**src/startup_defines.svh**
```systemverilog
// timing counts and duty and speed constants for the startup sequencer
// assumes a 125 MHz core clock
`ifndef STARTUP_DEFINES_SVH
`define STARTUP_DEFINES_SVH
`define CLK_PERIOD_NS       8
`define CYCLES_PER_MS       (1000000 / `CLK_PERIOD_NS)
`define RAMP_PERIOD_MS      5000
`define RAMP_CYCLES         (`RAMP_PERIOD_MS * `CYCLES_PER_MS)
`define BRAKE_SKIP_MS       200
`define BRAKE_SKIP_CYCLES   (`BRAKE_SKIP_MS * `CYCLES_PER_MS)
`define INIT_CYCLES         1024
`define CHARGE_CYCLES       4096
`define DUTY_STEP_CYCLES    256
`define HOLD_UNIT_CYCLES    4096
`define DUTY_FULL           8'hFF
`define SPEED_START_PCT     25
`endif

```
**src/startup_pkg.sv**
```systemverilog
// types shared by the startup sequencer
// constants live in startup_defines.svh
package startup_pkg;
	typedef enum logic [2:0] {
		st_off, st_user_brake, st_all_off, st_charge, st_wm_brake, st_hold, st_drive, st_run
	} phase_e;
	typedef struct packed {
		logic       startup_mode_select;
		logic [3:0] ramp_period_setting;
		logic [5:0] hold_time_setting;
		logic [3:0] hold_current_setting;
		logic [4:0] startup_speed_setting;
		logic [4:0] startup_duty_setting;
		logic [1:0] windmill_current_limit;
		logic [1:0] windmill_stop_threshold;
	} config_s;
	typedef struct packed {
		logic       low_side_on;
		logic [7:0] low_duty;
		logic       dc_hold;
		logic [7:0] hold_level;
		logic       open_loop;
		logic [7:0] speed_pct;
		logic       closed_loop;
	} drive_s;
endpackage : startup_pkg

```
**src/duty_ramp.sv**
```systemverilog
// step ramp: a level rises one step per period while enabled, up to a ceiling
// assumes same clock and synchronous reset copy
`timescale 1ns/100ps
module duty_ramp #(
	parameter int W    = 8,
	parameter int STEP = 256
) (
	input  wire logic         core_clk,
	input  wire logic         rst_n,
	input  wire logic         clear,
	input  wire logic         enable,
	input  wire logic [W-1:0] ceiling,
	output logic      [W-1:0] level
);
	initial if (W < 1 || STEP < 1 || STEP > 65536) $error("duty_ramp parameters out of range");
	typedef struct packed {
		logic [W-1:0]  lvl;
		logic [15:0]   cnt;
	} ramp_s;
	ramp_s st, next_st;
	always_comb begin
		next_st = st;
		if (clear) begin
			next_st = '0;
		end else if (enable && st.lvl < ceiling) begin
			if (st.cnt == 16'(STEP - 1)) begin
				next_st.cnt = '0;
				next_st.lvl = st.lvl + 1'b1;
			end else begin
				next_st.cnt = st.cnt + 16'h0001;
			end
		end
	end
	always_ff @(posedge core_clk or negedge rst_n) begin
		if (!rst_n) st <= '0;
		else st <= next_st;
	end
	assign level = st.lvl;
endmodule : duty_ramp

```
**src/motor_startup_sequencer.sv**
```systemverilog
// startup sequencer: brakes, charges, aligns or ramps, then hands over to run
// assumes current sense and speed-voltage comparisons arrive as pins
//
// Overview of operation
// - one mode bit picks DC alignment or open-loop ramp-up start.
// - before either start, all low sides brake with a step-rising fixed-period duty under current limit.
// - braking peaks at full duty and the brake phase ends when sensed current falls below the selected stop threshold.
// - alignment ramps a DC coil current from zero to the hold current and keeps it for the hold time.
// - after the hold time the motor runs at constant speed under the closed-loop duty.
// - ramp-up raises excitation speed from 25 to 100 percent of startup speed over about 5 s.
// - ramp-up runs open loop and switches to position estimation at full startup speed.
// - after the ramp period the motor runs at constant speed under the closed-loop duty.
// - hold time and hold current are programmable fields; the ramp period, startup speed and startup duty fields go unused.
// - phases run user brake, all off, charge, windmill brake, hold or drive, then run.
// - the user brake is skipped when the speed voltage sits in its brake range under about 200 ms.
// - windmill braking raises low duty until the current reaches the selected limit.
// - the motor counts as stopped when windmill current falls below the selected threshold.
// - user brake lasts until the speed voltage passes the excitation start voltage.
`timescale 1ns/100ps
`include "startup_defines.svh"
module motor_startup_sequencer #(
	parameter int RAMP_CYCLES       = `RAMP_CYCLES,
	parameter int BRAKE_SKIP_CYCLES = `BRAKE_SKIP_CYCLES,
	parameter int CHARGE_CYCLES     = `CHARGE_CYCLES,
	parameter int HOLD_UNIT_CYCLES  = `HOLD_UNIT_CYCLES,
	parameter int STEP_CYCLES       = `DUTY_STEP_CYCLES
) (
	input  wire logic                core_clk,
	input  wire logic                resetn,
	input  wire logic                run_enable,
	input  wire startup_pkg::config_s cfg,
	input  wire logic                vsp_in_brake_range,
	input  wire logic                vsp_above_start,
	input  wire logic [1:0]          current_level,
	output startup_pkg::drive_s      drive,
	output startup_pkg::phase_e      phase,
	output logic                     position_estimate
);
	import startup_pkg::*;
	localparam int CW = 32;
	initial if (RAMP_CYCLES < 4 || BRAKE_SKIP_CYCLES < 1 || CHARGE_CYCLES < 1 || HOLD_UNIT_CYCLES < 1)
		$error("motor_startup_sequencer counts too small");

	logic rst_a, rst_n;
	always_ff @(posedge core_clk or negedge resetn) begin
		if (!resetn) begin
			rst_a <= 1'b0;
			rst_n <= 1'b0;
		end else begin
			rst_a <= 1'b1;
			rst_n <= rst_a;
		end
	end

	// two-flop sync of pin inputs
	logic [3:0] sync1, sync2;
	always_ff @(posedge core_clk or negedge rst_n) begin
		if (!rst_n) begin
			sync1 <= 4'h0;
			sync2 <= 4'h0;
		end else begin
			sync1 <= {vsp_in_brake_range, vsp_above_start, current_level};
			sync2 <= sync1;
		end
	end
	wire       in_brake = sync2[3];
	wire       above_st = sync2[2];
	wire [1:0] cur      = sync2[1:0];

	typedef struct packed {
		phase_e      ph;
		logic [CW-1:0] cnt;
		logic [CW-1:0] uc_time;
		logic        estimate;
	} seq_s;
	seq_s s, next_s;

	logic [7:0] ramp_level;
	logic       ramp_clear, ramp_en;
	logic [7:0] ramp_ceiling;
	duty_ramp #(.W(8), .STEP(STEP_CYCLES)) u_ramp (
		.core_clk (core_clk),
		.rst_n    (rst_n),
		.clear    (ramp_clear),
		.enable   (ramp_en),
		.ceiling  (ramp_ceiling),
		.level    (ramp_level)
	);

	wire [7:0] hold_target = {cfg.hold_current_setting, 4'hF};
	wire [CW-1:0] hold_cycles = CW'(cfg.hold_time_setting) * CW'(HOLD_UNIT_CYCLES);
	wire [1:0] limit_code = cfg.windmill_current_limit;
	wire [1:0] stop_code  = cfg.windmill_stop_threshold;
	wire       at_limit   = cur >= limit_code;
	wire       stopped    = cur < stop_code || cur == 2'b00;

	always_comb begin
		next_s = s;
		ramp_clear = 1'b0;
		ramp_en = 1'b0;
		ramp_ceiling = `DUTY_FULL;
		if (!run_enable) begin
			next_s = '0;
			next_s.ph = st_off;
			ramp_clear = 1'b1;
		end else begin
			case (s.ph)
				st_off: begin
					next_s.ph = st_user_brake;
					next_s.uc_time = '0;
					ramp_clear = 1'b1;
				end
				st_user_brake: begin
					ramp_en = ~at_limit;
					if (in_brake && s.uc_time < CW'(BRAKE_SKIP_CYCLES)) next_s.uc_time = s.uc_time + 1'b1;
					if (above_st) begin
						next_s.ph = st_all_off;
						next_s.cnt = '0;
						ramp_clear = 1'b1;
					end
				end
				st_all_off: begin
					ramp_clear = 1'b1;
					next_s.cnt = s.cnt + 1'b1;
					if (s.cnt == CW'(`INIT_CYCLES - 1)) begin
						next_s.ph = st_charge;
						next_s.cnt = '0;
					end
				end
				st_charge: begin
					next_s.cnt = s.cnt + 1'b1;
					if (s.cnt == CW'(CHARGE_CYCLES - 1)) begin
						next_s.ph = st_wm_brake;
						next_s.cnt = '0;
					end
				end
				st_wm_brake: begin
					ramp_en = ~at_limit;
					if (ramp_level == `DUTY_FULL && stopped) begin
						next_s.ph = cfg.startup_mode_select ? st_drive : st_hold;
						next_s.cnt = '0;
						ramp_clear = 1'b1;
					end
				end
				st_hold: begin
					ramp_ceiling = hold_target;
					ramp_en = 1'b1;
					if (ramp_level == hold_target) next_s.cnt = s.cnt + 1'b1;
					if (ramp_level == hold_target && s.cnt >= hold_cycles) next_s.ph = st_run;
				end
				st_drive: begin
					next_s.cnt = s.cnt + 1'b1;
					if (s.cnt == CW'(RAMP_CYCLES - 1)) begin
						next_s.ph = st_run;
						next_s.estimate = 1'b1;
					end
				end
				st_run: next_s.estimate = 1'b1;
				default: next_s.ph = st_off;
			endcase
		end
	end

	always_ff @(posedge core_clk or negedge rst_n) begin
		if (!rst_n) s <= '0;
		else s <= next_s;
	end

	// user brake shown on the pins only after it lasted past the skip time
	wire uc_visible = s.uc_time >= CW'(BRAKE_SKIP_CYCLES);
	wire [7:0] ramp_pct = 8'(64'(`SPEED_START_PCT) + (64'(100 - `SPEED_START_PCT) * 64'(s.cnt)) / 64'(RAMP_CYCLES));
	drive_s next_drive;
	always_comb begin
		next_drive = '0;
		case (s.ph)
			st_user_brake: begin
				next_drive.low_side_on = uc_visible;
				next_drive.low_duty = uc_visible ? ramp_level : 8'h00;
			end
			st_charge: begin
				next_drive.low_side_on = 1'b1;
				next_drive.low_duty = `DUTY_FULL;
			end
			st_wm_brake: begin
				next_drive.low_side_on = 1'b1;
				next_drive.low_duty = ramp_level;
			end
			st_hold: begin
				next_drive.dc_hold = 1'b1;
				next_drive.hold_level = ramp_level;
			end
			st_drive: begin
				next_drive.open_loop = 1'b1;
				next_drive.speed_pct = ramp_pct;
			end
			st_run: begin
				next_drive.closed_loop = 1'b1;
				next_drive.speed_pct = 8'h64;
			end
			default: next_drive = '0;
		endcase
	end
	always_ff @(posedge core_clk or negedge rst_n) begin
		if (!rst_n) begin
			drive <= '0;
			phase <= st_off;
			position_estimate <= 1'b0;
		end else begin
			drive <= next_drive;
			phase <= s.ph;
			position_estimate <= s.estimate;
		end
	end
endmodule : motor_startup_sequencer

```
**config.mk**
```make
export PLATFORM = sky130hd
export DESIGN_NAME = motor_startup_sequencer
export DESIGN_NICKNAME = d
export VERILOG_FILES = /design/src/startup_pkg.sv /design/src/duty_ramp.sv /design/src/motor_startup_sequencer.sv
export VERILOG_INCLUDE_DIRS = /design/src
export SDC_FILE = /design/constraint.sdc
export NUM_CORES = 1
export LEC_CHECK = 0
export BUFFER_PORTS_ARGS = -buffer_cell sky130_fd_sc_hd__buf_2
export CELL_PAD_IN_SITES_DETAIL_PLACEMENT = 1
export CELL_PAD_IN_SITES_GLOBAL_PLACEMENT = 2
export CORE_ASPECT_RATIO = 1.5
export CORE_MARGIN = 4
export CORE_UTILIZATION = 35
export DETAILED_ROUTE_END_ITERATION = 8
export PLACE_DENSITY_LB_ADDON = 0.08
export SETUP_SLACK_MARGIN = 0.15
export SLEW_MARGIN = 10
export SYNTH_ARGS = -nofsm -noshare
export SYNTH_HDL_FRONTEND = slang
export SYNTH_SLANG_ARGS = --single-unit
```
**constraint.sdc**
```tcl
create_clock -name core_clk -period 12.7 [get_ports core_clk]
set_input_delay 2.54 -clock core_clk [delete_from_list [all_inputs] [get_ports core_clk]]
set_output_delay 2.54 -clock core_clk [all_outputs]
set_load 0.02 [all_outputs]
```
==> flow_metrics.py <==
metrics = {
    "layout": {
        "final_util": 0.5886,
        "stdcell_count": 4515,
        "nFillCells": 6835,
        "multi_input_area_um2": 19400,
        "area_growth_pct": 66.07,
        "stdcell_area_um2": 34120,
        "drive_above_1_share": 0.4832,
        "layout.nets": 3950,
        "seq_area_um2": 3383,
    },
    "worst_setup_path": {
        "r2r_end": "drive[4]",
        "cp.required_ns": 13.04,
        "r2r_setup_slack_ns": -4.43,
        "crit_fanout": 8,
        "crit_path_top_delay_cell": "fa_1",
        "crit_path_end": "drive[4]",
        "r2r_cells": 76,
        "crit_path_start_kind": "flip-flop",
        "slowest_delay_ns": 0.57,
        "end_kind": "flip-flop",
        "crit_top_cell": "buf_4",
        "r2r_start": "s[51]",
        "setup.worst_path.start": "s[51]",
        "cp.arrival_ns": 17.47,
        "path_class": "reg -> reg",
    },
    "routing": {
        "drt_iter0_drc": 951,
        "wl_per_cell_um": 22.06,
        "routed_wl_um": 99590,
        "via_count": 25553,
        "drt_first_pass_iters": 5,
        "routed_via_density": 5.660,
        "drcViolationCount": 0,
        "antenna_left": 0,
    },
    "power": {
        "leakage_nw": 15.67,
        "power_density_nw_per_um2": 32.78,
        "max-vdd-ir-drop_uv": 120.2,
    },
    "synth": {
        "synth_area_leaders": "dfrtp_1 16%, ha_1 7.8%, fa_1 5.4%",
        "synth_edf_count": 0,
        "ys_warn_count": 0,
        "yosys-top-cells-count": "264 x nand2_1, 259 x nor2_1, 152 x a21oi_1",
        "yosys.area.top_type_share": 0.1632,
        "synth.avg_cell_area_um2": 7.921,
        "synth_area_um2": 20550,
        "syn_inst": 2594,
        "yosysSeqAreaShare": 0.1632,
        "synth_cell_types": 145,
        "ys_ff_latch": 134,
        "synthArstFlopShare": 1.000,
        "yosysMostFrequentCell": "nand2_1",
        "ys.flop_type": "dfrtp_1",
        "synth_area_leader_cell": "dfrtp_1",
        "synth_nets": 2813,
    },
    "die": {
        "io_pins": 68,
        "coreArea_um2": 57970,
        "die_w_um": 205.8,
        "initial_core_util": 0.3544,
        "dieArea_um2": 62730,
        "die_y_um": 304.8,
        "row_count": 108,
    },
    "flow_run": {
        "maxCapViolations": 0,
    },
    "sta": {
        "clock.fmax_mhz": 58.38,
        "hold_ws_ns": 0.3536,
        "period_needed_ns": 17.13,
        "slew_headroom": 0.3070,
        "fin_skew_ns": 0.01233,
        "fin_crit_sh": 1.349,
        "setup_ws_ns": -4.428,
        "tightest_slew_ns": 1.032,
        "rsz0062_at_grt": "true",
        "finalSetupViolCount": 8,
        "hold_violations": 0,
        "finalMaxSlewViolations": 0,
    },
    "grt": {
        "grt_pass1_vias": 28541,
        "grt_pass1_wl_um": 152900,
        "grt_antenna_before_repair": 2,
        "grt.total_usage": 0.3002,
        "grt_max_degree": 81,
        "grt-ovfl-total": 0,
    },
    "place": {
        "gp_congestion": 0.9109,
        "preCtsSetupSlack_ns": -5.564,
        "numPortBuffers": 53,
        "place_area_um2": 29110,
        "placed_cells": 4295,
        "place_hpwl_um": 75230,
    },
    "clock_network": {
        "cts_tree": "done",
        "cts_root_buf": "clkbuf_16",
        "cts_max_path_buffers": 2,
        "cts.sinks": 134,
        "cts_inserted_buffers": 17,
        "path_clk_slew_ns": 0.07,
        "clk-insertion-delay-late_ns": 0.44,
        "h-tree-depth": 4,
    },
    "worst_hold_path": {
        "min_path_type": "reg -> reg",
    },
    "run_status": {
        "violations": "negative setup slack",
        "outcome": "complete, but fails checks",
    },
}
==> kinds of logic (layout without fill, tap and decap cells) <==
kind of cell / after synthesis / in the layout / share of synthesized area
buf+inv: 208 / 1357 / 0.05377
xor+xnor: 199 / 199 / 0.08811
compound gates: 800 / 800 / 0.2882
fa+ha+maj: 199 / 199 / 0.1394
other cells: 1 / 2 / 0.0001825
flops: 134 / 134 / 0.1632
simple gates: 1029 / 1030 / 0.2550
mux: 24 / 24 / 0.01212
==> routing by layer <==
| metal | share of wire | GRT usage | vias up |
|---|---|---|---|
| li1 | - | - | 11935 |
| met1 | 0.37 | 0.3101 | 12827 |
| met3 | 0.021 | 0.03223 | 297 |
| met4 | 0.066 | 0.1795 | 2 |
| met2 | 0.54 | 0.5714 | 492 |
| met5 | 0.00019 | 0 | - |
==> placed cells by master, fill, tap and decap left out, types with 66 or more instances in the layout <==
| master | instances |
|---|---|
| buf_4 | 1093 |
| a21oi_1 | 120 |
| ha_1 | 80 |
| nand3_1 | 80 |
| xnor2_1 | 95 |
| inv_1 | 107 |
| o21ai_0 | 111 |
| xor2_1 | 66 |
| nor2_1 | 244 |
| nand2_1 | 246 |
| dfrtp_1 | 112 |
==> state kept, by name, summed over array words and instances, names as in the netlist <==
signal             cells
u_ramp.st             16
sync2                  4
u_ramp.level           8
phase                  3
rst_a                  1
sync1                  4
drive                 28
position_estimate      1
s                     68
rst_n                  1
==> report_power, final <==
| group | total (mW) | switching (mW) | internal [mW] |
|---|---|---|---|
| combinational | 0.149 | 0.107 | 0.0419 |
| clock | 0.512 | 0.217 | 0.295 |
| sequential | 0.457 | 0.0210 | 0.436 |
==> critical path, delay by kind of cell, from the launching register on <==
family / cells / cell delay (ns)
AO/OA/AOI/OAI: 31 / 6.74
AND/OR/NAND/NOR: 17 / 4.23
buffers and inverters: 19 / 2.86
adder cells (fa/ha/maj): 6 / 2.24
XOR/XNOR: 3 / 0.49
flip-flops: 1 / 0.45
==> worst min path at each step <==
stage,depth (start not counted),slack [ns],end,startpoint
6_report,0,0.35,sync2[2],sync1[2]
5_1_grt,0,0.36,sync2[2],sync1[2]
4_1_cts,0,0.36,sync2[2],sync1[2]
3_5_place_dp,0,0.34,rst_n,rst_a
3_3_place_gp,0,0.33,sync2[1],sync1[1]
2_1_floorplan,0,0.33,rst_n,rst_a
==> final cells by class <==
class / count / area share
multi-input cells: 2253 / 0.5685
clock buffers: 18 / 0.01258
inverters: 113 / 0.01250
flip-flops and latches: 134 / 0.09915
well taps: 770 / 0.02823
clock inverters: 14 / 0.004877
diodes: 1 / 0.00007334
repair buffers: 1212 / 0.2741
==> repair_timing <==
action,in CTS,in global routing
setup endpoints to repair,8,8
hold endpoints to repair,0,0
gates resized for setup,312,233
hold buffers,0,0
gates cloned,2,0
pin swaps,154,188
buffers inserted,121,64
==> through the flow <==
step / setup TNS [ns] / power, mW
global route: -39.43 / 1.166
floorplan: -23.20 / 0.5596
global placement: -41.77 / 0.6051
detailed placement: -43.55 / 0.6111
CTS: -31.28 / 1.127
finish: -34.36 / 1.119
Note: power is estimated with default switching activity, not from simulation.
